File: config.mk
export PLATFORM = sky130hd
export DESIGN_NAME = ccr_charger_control_registers
export DESIGN_NICKNAME = d
export VERILOG_FILES = /design/src/rtl/ccr_charger_control_registers.v
export VERILOG_INCLUDE_DIRS = /design/src /design/src/rtl
export SDC_FILE = /design/constraint.sdc
export NUM_CORES = 1
export LEC_CHECK = 0
export ABC_AREA = 1
export BUFFER_PORTS_ARGS = -buffer_cell sky130_fd_sc_hd__buf_2
export CORE_AREA = 2 2 111 113
export DETAILED_ROUTE_END_ITERATION = 16
export DIE_AREA = 0 0 113 115
export MAX_ROUTING_LAYER = met4
export PLACE_DENSITY_LB_ADDON = 0.1
export SKIP_CTS_REPAIR_TIMING = 1
export SLEW_MARGIN = 20
export SYNTH_ARGS = -nofsm -noshare
export SYNTH_HDL_FRONTEND = slang
export SYNTH_SLANG_ARGS = --single-unit
File: constraint.sdc
create_clock -name clk_i -period 3.85 [get_ports clk_i]
set_clock_uncertainty 0.05 [all_clocks]
set_input_delay 0.9625 -clock clk_i [delete_from_list [all_inputs] [get_ports clk_i]]
set_output_delay 0.9625 -clock clk_i [all_outputs]
set_load 0.03 [all_outputs]
File: src/rtl/ccr_defines.vh
`ifndef CCR_DEFINES_VH
`define CCR_DEFINES_VH
`define CCR_ADDR_CTRL1 8'h01
`define CCR_ADDR_FAST_CHARGE_CURRENT_CODE_LIMIT 8'h02
`define CCR_ADDR_PRE_TERM 8'h03
`define CCR_RST_CTRL1 8'h1a
`define CCR_RST_FAST_CHARGE_CURRENT_CODE_LIMIT 8'ha2
`define CCR_RST_PRE_TERM 8'h22
`define CCR_BIT_LIGHT_LOAD 7
`define CCR_BIT_KICK 6
`define CCR_BIT_BOOST_EN 5
`define CCR_BIT_CHG_EN 4
`define CCR_BIT_BOOST_CURRENT_LIMIT_SELECT 7
`define CCR_BIT_Q1_FULL 6
`define CCR_PRECHG_MAX 4'hc
`define CCR_WDOG_OFF 2'h0
`define CCR_WDOG_40S 2'h1
`define CCR_WDOG_80S 2'h2
`define CCR_WDOG_160S 2'h3
`define CCR_WDOG_UNIT_CYCLES 40'd10000000000
`define CCR_WD_MASK_CTRL1 8'h70
`define CCR_WD_MASK_FAST_CHARGE_CURRENT_CODE 8'hbf
`define CCR_WD_MASK_PRE 8'hff
`define CCR_RST_LIGHT_LOAD 1'b0
`define CCR_RST_BOOST_EN 1'b0
`define CCR_RST_MIN_SYSTEM_VOLTAGE_CODE 3'h5
`define CCR_RST_BAT_SEL 1'b0
`define CCR_RST_BOOST_CURRENT_LIMIT_SELECT 1'b1
`define CCR_RST_FAST_CHARGE_CURRENT_CODE_CODE 6'h22
`define CCR_RST_PRE_CODE 4'h2
`define CCR_RST_TERM_CODE 4'h2
`define CCR_WDOG_PERIOD_S 40
`define CCR_CLK_MHZ 250
`endif

File: src/rtl/ccr_charger_control_registers.v
`timescale 1ns/1ns
`include "ccr_defines.vh"
// Operation
// - first control register resets to 0x1a
// - bit 7 forbids light-load mode when set; only register reset restores it
// - host writes 1 to kick bit in time; device restarts watchdog
// - kick bit clears itself after the watchdog restart
// - bit 5 enables boost output and overrides charge enable
// - charging needs bit 4 set and the active-low pin low
// - bits 3..1 pick minimum system voltage, default 101, register reset only
// - bit 0 selects boost low-battery falling threshold, 3 V or 2.57 V
// - charge current register resets to 0xa2
// - bit 7 selects boost current limit, restored by reset or watchdog
// - bits 5..0 fast-charge code, 60 mA per step, default 100010
// - fast-charge code zero disables charging
// - pre-charge/termination register resets to 0x22
// - bits 7..4 pre-charge code, 60 mA plus 60 mA per step
// - pre-charge codes above twelve are clamped to 1100
// - bits 3..0 termination code, all sixteen codes valid
// - watchdog period from two-bit field: off, 40 s, 80 s, 160 s
module ccr_charger_control_registers #(
  parameter [39:0] WDOG_UNIT_CYCLES = `CCR_WDOG_UNIT_CYCLES
) (
  input wire clk_i,
  input wire resetn_i,
  input wire reg_reset_i,
  input wire [7:0] addr_i,
  input wire wr_en_i,
  input wire [7:0] wdata_i,
  output reg [7:0] rdata_o,
  input wire [1:0] watchdog_period_i,
  input wire charge_enable_pin_n_i,
  output reg watchdog_expired_o,
  output reg light_load_mode_disable_o,
  output reg boost_output_active_o,
  output reg charge_active_o,
  output reg [2:0] min_system_voltage_code_o,
  output reg boost_low_battery_threshold_select_o,
  output reg boost_current_limit_select_o,
  output reg [5:0] fast_charge_current_code_o,
  output reg [3:0] precharge_current_code_o,
  output reg [3:0] termination_current_code_o
);

  // architectural register storage
  reg [7:0] ctrl1;
  reg [7:0] fast_charge_current_code_limit;
  reg [7:0] pre_term;
  // next values of the storage
  reg [7:0] next_ctrl1;
  reg [7:0] next_fast_charge_current_code_limit;
  reg [7:0] next_pre_term;
  // watchdog state
  reg [39:0] wd_count;
  reg [39:0] next_wd_count;
  reg [39:0] wd_limit;
  reg kick_pending;
  reg next_expired;
  // charge-enable pin synchroniser
  reg pin_s1;
  reg pin_s2;
  reg pin_s3;
  reg pin_level;
  // decode and qualifier nets
  wire wr_ctrl1;
  wire wr_fast_charge_current_code;
  wire wr_pre;
  wire kick_wr;
  wire wd_enabled;
  wire wd_expire;
  wire wd_restore;
  wire [3:0] pre_clamped;
  wire chg_bit_on;
  wire chg_pin_on;
  wire chg_code_on;
  wire boost_on;
  wire chg_ok;

  // clamp pre-charge code to its top setting
  function [3:0] ccr_clamp_pre;
    input [3:0] code;
    begin
      if (code > `CCR_PRECHG_MAX) begin
        ccr_clamp_pre = `CCR_PRECHG_MAX;
      end else begin
        ccr_clamp_pre = code;
      end
    end
  endfunction

  // true for a write strobe aimed at the given register
  function ccr_write_hit;
    input strobe;
    input [7:0] addr;
    input [7:0] target;
    begin
      ccr_write_hit = strobe && (addr == target);
    end
  endfunction

  // put the reset value back into the bits selected by the mask
  function [7:0] ccr_restore;
    input [7:0] cur;
    input [7:0] dflt;
    input [7:0] mask;
    begin
      ccr_restore = (cur & ~mask) | (dflt & mask);
    end
  endfunction

  // write decode, unmapped addresses hit nothing
  assign wr_ctrl1 = ccr_write_hit(wr_en_i, addr_i, `CCR_ADDR_CTRL1);
  assign wr_fast_charge_current_code = ccr_write_hit(wr_en_i, addr_i, `CCR_ADDR_FAST_CHARGE_CURRENT_CODE_LIMIT);
  assign wr_pre = ccr_write_hit(wr_en_i, addr_i, `CCR_ADDR_PRE_TERM);

  // a one written to the kick bit restarts the watchdog
  assign kick_wr = wr_ctrl1 && wdata_i[`CCR_BIT_KICK];

  // watchdog period: 1x, 2x or 4x the base unit, off gives zero
  always @* begin
    case (watchdog_period_i)
      `CCR_WDOG_OFF: begin
        wd_limit = 40'h0;
      end
      `CCR_WDOG_40S: begin
        wd_limit = WDOG_UNIT_CYCLES;
      end
      `CCR_WDOG_80S: begin
        wd_limit = {WDOG_UNIT_CYCLES[38:0], 1'b0};
      end
      `CCR_WDOG_160S: begin
        wd_limit = {WDOG_UNIT_CYCLES[37:0], 2'b00};
      end
      default: begin
        wd_limit = WDOG_UNIT_CYCLES;
      end
    endcase
  end

  // expiry on the last count of the period; a kick in that cycle wins
  assign wd_enabled = (wd_limit != 40'h0);
  assign wd_expire = wd_enabled && (wd_count >= wd_limit - 40'h1);
  assign wd_restore = wd_expire && !kick_wr;

  // next watchdog count: cleared by kick, expiry or a disabled period
  always @* begin
    if (kick_wr) begin
      next_wd_count = 40'h0;
    end else if (!wd_enabled) begin
      next_wd_count = 40'h0;
    end else if (wd_expire) begin
      next_wd_count = 40'h0;
    end else begin
      next_wd_count = wd_count + 40'h1;
    end
  end

  // sticky expiry flag: set by expiry, cleared by a kick
  always @* begin
    next_expired = watchdog_expired_o;
    if (wd_restore) begin
      next_expired = 1'b1;
    end else if (kick_wr) begin
      next_expired = 1'b0;
    end
  end

  // watchdog state, register reset restarts it
  always @(posedge clk_i or negedge resetn_i) begin
    if (!resetn_i) begin
      wd_count <= 40'h0;
      kick_pending <= 1'b0;
      watchdog_expired_o <= 1'b0;
    end else if (reg_reset_i) begin
      wd_count <= 40'h0;
      kick_pending <= 1'b0;
      watchdog_expired_o <= 1'b0;
    end else begin
      wd_count <= next_wd_count;
      kick_pending <= kick_wr;
      watchdog_expired_o <= next_expired;
    end
  end

  // next control value: write, then kick self-clear, then expiry restore
  always @* begin
    next_ctrl1 = ctrl1;
    if (wr_ctrl1) begin
      next_ctrl1 = wdata_i;
    end else if (kick_pending) begin
      next_ctrl1[`CCR_BIT_KICK] = 1'b0;
    end
    if (wd_restore) begin
      // light-load and voltage bits are left alone
      next_ctrl1 = ccr_restore(next_ctrl1, `CCR_RST_CTRL1, `CCR_WD_MASK_CTRL1);
    end
  end

  // next charge current value; expiry keeps only the input switch bit
  always @* begin
    next_fast_charge_current_code_limit = fast_charge_current_code_limit;
    if (wr_fast_charge_current_code) begin
      next_fast_charge_current_code_limit = wdata_i;
    end
    if (wd_restore) begin
      next_fast_charge_current_code_limit = ccr_restore(next_fast_charge_current_code_limit, `CCR_RST_FAST_CHARGE_CURRENT_CODE_LIMIT,
        `CCR_WD_MASK_FAST_CHARGE_CURRENT_CODE);
    end
  end

  // next pre-charge and termination value; expiry restores it whole
  always @* begin
    next_pre_term = pre_term;
    if (wr_pre) begin
      next_pre_term = wdata_i;
    end
    if (wd_restore) begin
      next_pre_term = ccr_restore(next_pre_term, `CCR_RST_PRE_TERM,
        `CCR_WD_MASK_PRE);
    end
  end

  // register storage with register reset
  always @(posedge clk_i or negedge resetn_i) begin
    if (!resetn_i) begin
      ctrl1 <= `CCR_RST_CTRL1;
      fast_charge_current_code_limit <= `CCR_RST_FAST_CHARGE_CURRENT_CODE_LIMIT;
      pre_term <= `CCR_RST_PRE_TERM;
    end else if (reg_reset_i) begin
      ctrl1 <= `CCR_RST_CTRL1;
      fast_charge_current_code_limit <= `CCR_RST_FAST_CHARGE_CURRENT_CODE_LIMIT;
      pre_term <= `CCR_RST_PRE_TERM;
    end else begin
      ctrl1 <= next_ctrl1;
      fast_charge_current_code_limit <= next_fast_charge_current_code_limit;
      pre_term <= next_pre_term;
    end
  end

  // charge-enable pin: three flops, change taken once last two agree
  always @(posedge clk_i or negedge resetn_i) begin
    if (!resetn_i) begin
      pin_s1 <= 1'b1;
      pin_s2 <= 1'b1;
      pin_s3 <= 1'b1;
      pin_level <= 1'b1;
    end else begin
      pin_s1 <= charge_enable_pin_n_i;
      pin_s2 <= pin_s1;
      pin_s3 <= pin_s2;
      if (pin_s2 == pin_s3) begin
        pin_level <= pin_s3;
      end
    end
  end

  // pre-charge code as the regulator sees it
  assign pre_clamped = ccr_clamp_pre(pre_term[7:4]);

  // charge needs bit, pin low, nonzero code and no boost
  assign chg_bit_on = ctrl1[`CCR_BIT_CHG_EN];
  assign chg_pin_on = !pin_level;
  assign chg_code_on = (fast_charge_current_code_limit[5:0] != 6'h00);
  assign boost_on = ctrl1[`CCR_BIT_BOOST_EN];
  assign chg_ok = chg_bit_on && chg_pin_on && chg_code_on && !boost_on;

  // registered outputs taken from the first control register; charge status also uses the fast-charge code and the pin
  always @(posedge clk_i or negedge resetn_i) begin
    if (!resetn_i) begin
      light_load_mode_disable_o <= `CCR_RST_LIGHT_LOAD;
      boost_output_active_o <= `CCR_RST_BOOST_EN;
      charge_active_o <= 1'b0;
      min_system_voltage_code_o <= `CCR_RST_MIN_SYSTEM_VOLTAGE_CODE;
      boost_low_battery_threshold_select_o <= `CCR_RST_BAT_SEL;
    end else begin
      light_load_mode_disable_o <= ctrl1[`CCR_BIT_LIGHT_LOAD];
      boost_output_active_o <= boost_on;
      charge_active_o <= chg_ok;
      min_system_voltage_code_o <= ctrl1[3:1];
      boost_low_battery_threshold_select_o <= ctrl1[0];
    end
  end

  // registered outputs taken from the charge current register
  always @(posedge clk_i or negedge resetn_i) begin
    if (!resetn_i) begin
      boost_current_limit_select_o <= `CCR_RST_BOOST_CURRENT_LIMIT_SELECT;
      fast_charge_current_code_o <= `CCR_RST_FAST_CHARGE_CURRENT_CODE_CODE;
    end else begin
      boost_current_limit_select_o <= fast_charge_current_code_limit[`CCR_BIT_BOOST_CURRENT_LIMIT_SELECT];
      fast_charge_current_code_o <= fast_charge_current_code_limit[5:0];
    end
  end

  // registered outputs taken from the pre-charge and termination register
  always @(posedge clk_i or negedge resetn_i) begin
    if (!resetn_i) begin
      precharge_current_code_o <= `CCR_RST_PRE_CODE;
      termination_current_code_o <= `CCR_RST_TERM_CODE;
    end else begin
      precharge_current_code_o <= pre_clamped;
      termination_current_code_o <= pre_term[3:0];
    end
  end

  // read mux shows raw storage, unmapped addresses read zero
  always @* begin
    case (addr_i)
      `CCR_ADDR_CTRL1: begin
        rdata_o = ctrl1;
      end
      `CCR_ADDR_FAST_CHARGE_CURRENT_CODE_LIMIT: begin
        rdata_o = fast_charge_current_code_limit;
      end
      `CCR_ADDR_PRE_TERM: begin
        rdata_o = pre_term;
      end
      default: begin
        rdata_o = 8'h00;
      end
    endcase
  end

endmodule

==> flow_summary.toml, run 1 <==
[setup_path]
slowest_delay_ps = 250
worst-setup-path-type = "input port to output pin"
worst_path_most_repeated_cell = "buf_2"
arrival_ps = 2320
start_kind = "input port"
crit_path_max_fanout = 6
slowest_stage = "nand3_1"
worst_setup_path_end_kind = "output pin"
path_cells = "buf_2 > or2_1 > nor2_1 > nand3_1 > inv_1 > nand2_1 > o211ai_1 > buf_2"
critPathRequiredTime_ps = 2840

[route]
wl_per_cell_microns = 15.18
routed_wl_microns = 12830
drt_pass1_iterations = 11
final_antenna_net_count = 0
drc = 1
viasPerCell = 5.161
vias = 4361
drt-initial-drc-count = 247

[sta]
period_minus_slack_ps = 3330
tightestPinTransition_ps = 821.3
rsz0062_at_grt = "false"
relSlewSlack_pct = 45.25
setup_viol = 0
worst_hold_slack_ps = 304.5
setup_ws_ps = 520.4
fin_tns_setup_ps = 0
fin_crit_sh_pct = 86.48
drv_slew = 0
fmax_mhz = 300.3
hold_viol = 0

[clock_network]
clockRootBuffer = "clkbuf_16"
numCtsBuffers = 9
cts_sinks = 92
cts.htree.levels = 3
cts.reportedPaths.clkPinSlew_ps = 60
cts_tree = "done"
clk_path_buf_depth = 2
clock_latency_ps = 340

[die]
die-width_microns = 113
core_area_sq_mm = 0.01181
initial_core_util_pct = 44.32
io_pins = 54
dieHeight_microns = 115
die_area_sq_mm = 0.01300
row_count = 40

[power_and_ir_drop]
p_seq_share_pct = 51.1
p_leak_nw = 2.940
ir_drop_mv = 0.2062
switchingPower_mw = 0.4757
clkPwrFrac_pct = 41.3
power_density_mw_per_mm2 = 331.5
combPwrFrac_pct = 7.5
internal-power_mw = 1.493
switching_share_pct = 24.17

[synthesis]
synthArstFlopShare_pct = 100.0
synth.distinct_cells = 46
syn_inst = 634
postSynthAreaPerCell_sq_um = 8.257
yosysWarnings = 0
netlist_area_sq_mm = 0.005235
ys.flop_type = "dfrtp_1"
ys_seq_elements = 92
synth-edff-count = 0
synth_nets = 692
yosysSeqAreaShare_pct = 44.43

[global_route]
grt_pass1_wl_microns = 21000
gr-total-overflow = 0
antenna_found_initial = 0
grt_max_degree = 68
grt_util_all_layers_pct = 21.22
grt_pass1_vias = 4391

[layout]
final_cell_area_sq_mm = 0.005938
diodes = 0
finalNetCount = 751
layout-drive-gt1-share_pct = 17.77
layout_commonest_cell = "nand2_1"
final_cell_mix = "138 x nand2_1, 93 x nor2_1, 74 x inv_1, 73 x dfrtp_1, 52 x buf_2"
syn_to_final_growth_pct = 13.43

[min_path]
hp-class = "flop to flop"

[placement]
gp_congestion = 0.9015
dp_hpwl_microns = 9830
portBuffers = 53
dpl_cell_area_sq_mm = 0.005667
dp_slack_ps = 244.0

[job]
drv_cap = 0

[run_status]
violations = "design-rule violations"
outcome = "finished, violations left"
## critical path, delay by kind of cell
kind | cells | cell delay [ps]
AND/OR/NAND/NOR | 4 | 700
buffers and inverters | 3 | 540
AO/OA/AOI/OAI | 1 | 110
## cells in the mapped netlist, drive strengths merged (4+ instances only)
| cell | n | share of area, % |
|---|---|---|
| dfstp | 19 | 9.5 |
| nor2 | 102 | 8.0 |
| inv | 78 | 5.6 |
| ha | 35 | 8.4 |
| nand4 | 20 | 2.4 |
| o211ai | 6 | 0.86 |
| nor3 | 22 | 2.6 |
| o21ai | 8 | 0.76 |
| a21oi | 22 | 2.1 |
| nor3b | 6 | 1.2 |
| nor4 | 4 | 0.60 |
| buf | 7 | 1.1 |
| nand2 | 144 | 11 |
| nand3 | 49 | 5.0 |
| xnor2 | 5 | 0.84 |
| dfrtp | 73 | 35 |
| xor2 | 12 | 2.0 |
## state kept, by name, summed over array words and instances (netlist names), 3 cells and up
name                            count
pre_term                            8
ctrl1                               8
wd_count                           40
precharge_current_code_o            4
termination_current_code_o          4
fast_charge_current_code_o          6
min_system_voltage_code_o           3
fast_charge_current_code_limit      8
## area by class of cell
type	instances	area (sq um)
clock buffers	12	246.5
multi-input cells	453	2542
flip-flops and latches	92	2326
well taps	147	183.9
fillers	1156	5873
clock inverters	4	25.02
inverters	79	296.5
repair buffers	58	317.8
## path summary, 6_finish.rpt
check	endpoint	cells past startpoint	start	slack, ps
worst max-delay path	rdata_o[0]	8	addr_i[3]	520
worst min-delay path	pin_s2	0	pin_s1	300
worst max register to register	wd_count[2]	12	wd_count[31]	1550
worst min register to register	pin_s2	0	pin_s1	300
max in group asynchronous	wd_count[20]	2	resetn_i	2370
min in group asynchronous	charge_active_o	1	resetn_i	660
## routing by layer
metal  global-route usage (%)  wire (microns)  vias up
met2                    33.77            6036      112
li1                         -               -     2188
met4                    9.431             326        0
met3                    3.110             502       24
met5                        -               0        -
met1                    27.10            5966     2037
## power by group through the flow
stage	combinational, mW	clock [mW]	sequential, mW
floorplan	0.0718	0	1.03
global placement	0.148	0	1.02
detailed placement	0.150	0	1.02
CTS	0.151	0.839	1.01
global route	0.167	0.877	1.01
finish	0.148	0.814	1.01
## stage by stage
step,cells,utilization (%),power (mW)
2_1_floorplan,634,-,1.107
3_3_place_gp,829,47.98,1.171
3_5_place_dp,829,47.98,1.173
4_1_cts,845,50.28,1.997
5_1_grt,845,50.28,2.052
6_report,845,50.28,1.968
## cell families after synthesis
group                    after synthesis  synth area share (%)
AO/OA/AOI/OAI                         47                 5.497
XOR/XNOR                              17                 2.844
buffers and inverters                 89                 7.003
adder cells (fa/ha/maj)               36                 8.556
flip-flops                            92                 44.43
AND/OR/NAND/NOR                      353                 31.67
Power figures use the tool's default switching activity.
==> run 2: changes to the inputs <==
CORE_AREA = 2 2 95 133   (was 2 2 111 113)
CTS_CLUSTER_SIZE = 25   (was not set)
DIE_AREA = 0 0 97 135   (was 0 0 113 115)
==> flow_summary.toml, run 2 (synthesis results as in run 1) <==
[global_route]
grt_max_degree = 58
gr-total-overflow = 0
antenna_found_initial = 0
grt_pass1_vias = 4494
grt_pass1_wl_microns = 21850
grt_util_all_layers_pct = 21.66

[setup_path]
start_kind = "input port"
critPathRequiredTime_ps = 2840
crit_family = "simple AND/OR/NAND/NOR gates"
worstRegToRegCells = 12
r2r-start = "wd_count[31]"
worst_setup_path_end_kind = "output pin"
crit_buf_inv = 3
r2r_setup_slack_ps = 1560
path_cells = "buf_2 > or2_1 > nor2_1 > nand3_1 > inv_1 > nand2_1 > o211ai_1 > buf_2"
crit_path_max_fanout = 6
slowest_delay_ps = 270
worst-setup-path-type = "input port to output pin"
arrival_ps = 2300
worst_path_most_repeated_cell = "buf_2"
regToRegEndpoint = "wd_count[35]"
slowest_stage = "nand3_1"

[route]
final_antenna_net_count = 0
routed_wl_microns = 13370
viasPerCell = 5.250
wl_per_cell_microns = 15.84
highest_layer = "met4"
wl_met3_microns = 394
drc = 0
drt-initial-drc-count = 191
m1WireLength_microns = 5327
wl_met2_microns = 7015
vias = 4431
drt_pass1_iterations = 4

[sta]
fin_crit_sh_pct = 85.97
hold_viol = 0
fin_tns_setup_ps = 0
setup_viol = 0
rsz0062_at_grt = "false"
period_minus_slack_ps = 3310
fmax_mhz = 302.1
tightestPinTransition_ps = 684.4
drv_slew = 0
relSlewSlack_pct = 54.38

[power_and_ir_drop]
power_density_mw_per_mm2 = 345.2
p_leak_nw = 2.940
ir_drop_mv = 0.2113
p_total_mw = 2.053

[clock_network]
clockRootBuffer = "clkbuf_16"
cts.htree.levels = 3
cts.reportedPaths.clkPinSlew_ps = 70
cts_tree = "done"
cts_sinks = 92
numCtsBuffers = 9
clock_latency_ps = 340
clk_path_buf_depth = 2

[min_path]
hold_path_depth = 0
min-delay-start = "pin_s1"
worstHoldEndpoint = "pin_s2"
hp-class = "flop to flop"

[job]
drv_cap = 0

[die]
dieHeight_microns = 135
die_area_sq_mm = 0.01310
initial_core_util_pct = 44.29
io_pins = 54
row_count = 47
core_area_sq_mm = 0.01182
die-width_microns = 97

[layout]
layout-drive-gt1-share_pct = 17.79
final_cell_mix = "138 x nand2_1, 93 x nor2_1, 74 x inv_1, 73 x dfrtp_1, 52 x buf_2"
diodes = 0
finalNetCount = 750
top_register = "wd_count"
layout_commonest_cell = "nand2_1"
fin_util_pct = 50.31
syn_to_final_growth_pct = 13.60
largest_register_ff_count = 40

[placement]
dp_hpwl_microns = 10500
portBuffers = 53
gp_congestion = 0.9522

[run_status]
outcome = "finished, final reports clean"
-- run 2: changes by cell type in the layout (fill, tap and decap cells not counted) --
cell	change
clkinv_4	+1
clkbuf_1	-1
bufinv_16	+1
clkbuf_8	-1
buf_12	-1
clkinv_2	-2
inv_6	+2
-- run 2: area by class of cell --
class	count	area, sq um
flip-flops and latches	92	2326
well taps	147	183.9
repair buffers	57	297.8
fillers	1160	5873
clock buffers	10	229.0
clock inverters	6	71.32
inverters	79	296.5
multi-input cells	453	2542
-- run 2: layer usage --
layer | track usage (%) | up-vias
met3 | 2.950 | 44
met1 | 23.28 | 2085
li1 | - | 2177
met2 | 39.04 | 125
met5 | - | -
met4 | 10.88 | 0
-- run 2: how the worst max path moves through the flow --
stage / from / end / slack [ps] / cells past startpoint
floorplan: watchdog_period_i[0] / pre_term[0] / 690 / 19
global placement: watchdog_period_i[0] / wd_count[35] / 280 / 17
detailed placement: watchdog_period_i[0] / wd_count[35] / 190 / 17
CTS: watchdog_period_i[0] / wd_count[35] / 530 / 17
global route: watchdog_period_i[0] / wd_count[26] / 270 / 15
finish: addr_i[3] / rdata_o[0] / 540 / 8
-- run 2: report_power, final --
group / internal (mW) / total, mW / switching (mW)
Sequential: 0.995 / 1.01 / 0.0115
Clock: 0.510 / 0.900 / 0.390
Combinational: 0.0434 / 0.147 / 0.104
-- run 2: per-stage QoR --
step	instances	instance area, sq um	setup WS (ps)	hold slack, ps
after global routing	844	5947	272.8	319.8
after floorplan	634	5235	686.4	295.2
after global placement	828	5647	279.9	297.0
final	844	5947	540.3	313.6
after CTS	844	5947	527.3	313.8
after detailed placement	828	5647	189.4	303.7
==> run 3: changes to the inputs <==
CORE_AREA = 2 2 90 127   (was 2 2 95 133)
DIE_AREA = 0 0 92 129   (was 0 0 97 135)
==> flow_summary.toml, run 3 (synthesis results as in run 1) <==
[sta]
fmax_mhz = 299.5
hold_viol = 0
setup_viol = 0
fin_tns_setup_ps = 0
tightestPinTransition_ps = 722.8
drv_slew = 0
fin_crit_sh_pct = 86.73
relSlewSlack_pct = 51.63
rsz0062_at_grt = "false"
period_minus_slack_ps = 3339

[layout]
diodes = 0
top_register = "wd_count"
largest_register_ff_count = 40
syn_to_final_growth_pct = 13.48
final_cell_mix = "138 x nand2_1, 93 x nor2_1, 74 x inv_1, 73 x dfrtp_1, 52 x buf_2"
finalNetCount = 752
layout_commonest_cell = "nand2_1"
final_cell_area_sq_mm = 0.005941
layout-drive-gt1-share_pct = 18.03

[route]
drc = 0
drt-initial-drc-count = 274
wl_per_cell_microns = 15.74
viasPerCell = 5.349
drt_pass1_iterations = 5
final_antenna_net_count = 0
routed_wl_microns = 13220
vias = 4493

[die]
die_area_sq_mm = 0.01187
die-width_microns = 92
initial_core_util_pct = 48.94
io_pins = 54
row_count = 45
core_area_sq_mm = 0.01070
dieHeight_microns = 129

[global_route]
grt_pass1_vias = 4482
grt_max_degree = 55
gr-total-overflow = 0
antenna_found_initial = 0
grt_pass1_wl_microns = 21720
grt_util_all_layers_pct = 24.32

[min_path]
hp-class = "flop to flop"

[placement]
gp_congestion = 0.9332
portBuffers = 53
dp_hpwl_microns = 10200
dpl_cell_area_sq_mm = 0.005654

[run_status]
outcome = "finished, final reports clean"

[power_and_ir_drop]
p_leak_nw = 2.943
power_density_mw_per_mm2 = 338.2
ir_drop_mv = 0.2079

[setup_path]
regToRegEndpoint = "pre_term[5]"
worst-setup-path-type = "input port to flop"
critPathRequiredTime_ps = 4080
arrival_ps = 3570
r2r_setup_slack_ps = 1530
startpoint = "watchdog_period_i[0]"
r2r-start = "wd_count[39]"
timing.critical_path.to = "pre_term[5]"
start_kind = "input port"
crit_path_max_fanout = 20
worst_setup_path_end_kind = "flop"
worstRegToRegCells = 14

[clock_network]
cts.htree.levels = 3
numCtsBuffers = 9
clk_path_buf_depth = 2
cts.reportedPaths.clkPinSlew_ps = 70
clockRootBuffer = "clkbuf_16"
clock_latency_ps = 340
cts_tree = "done"
cts_sinks = 92

[job]
drv_cap = 0
-- run 3: cell types whose count changed in the layout (fill, tap and decap cells not counted), sizes merged --
cell    previous run  this run
buf               57        59
bufinv             1         0
clkbuf            10        11
-- run 3: critical path, cell delays in order --
cell     delay (ps)
buf_2           160
inv_1           110
ha_1            260
inv_2            50
buf_4           200
ha_1            310
nand2_1          70
nor2_1          190
nand2_1          90
nor2_1          160
nand3_1          90
nand2_1          60
nor2_1           40
nand2_2         110
nand3_2         180
buf_4           260
nand3_1         100
nand2_1          70
nand2_1          60
-- run 3: worst min-delay path by stage --
stage / from / end / depth (start not counted)
global route: pin_s1 / pin_s2 / 0
floorplan: pin_s1 / pin_s2 / 0
CTS: pin_s1 / pin_s2 / 0
global placement: pin_s1 / pin_s2 / 0
detailed placement: pin_s1 / pin_s2 / 0
finish: pin_s1 / pin_s2 / 0
-- run 3: final cells by class --
type	instances	area (sq um)
fillers	1024	4757
multi-input cells	453	2542
flip-flops and latches	92	2326
repair buffers	59	312.8
inverters	79	296.5
clock buffers	11	242.7
well taps	141	176.4
clock inverters	5	43.79
-- run 3: per-layer routing --
metal  vias up  GRT usage (%)  part of all wire [%]
li1       2188              -                     -
met1      2131          26.52                    39
met4         0          10.01                   3.2
met2       149          43.99                    54
met3        25          3.864                   4.1
met5         -              -                     0
-- run 3: stage by stage --
stage / setup WS (ps) / instances / power [mW] / hold slack [ps] / utilization (%)
after floorplan: 686.4 / 634 / 1.107 / 295.2 / -
after global placement: 240.9 / 824 / 1.174 / 296.4 / 52.85
after detailed placement: 169.6 / 824 / 1.177 / 302.6 / 52.85
after CTS: 527.5 / 840 / 2.028 / 310.4 / 55.53
after global routing: 202.7 / 840 / 2.095 / 313.4 / 55.53
final: 510.8 / 840 / 2.009 / 309.2 / 55.53
-- run 3: power by group --
group / internal (mW) / switching (mW)
combinational: 0.0449 / 0.106
clock: 0.464 / 0.387
sequential: 0.995 / 0.0119
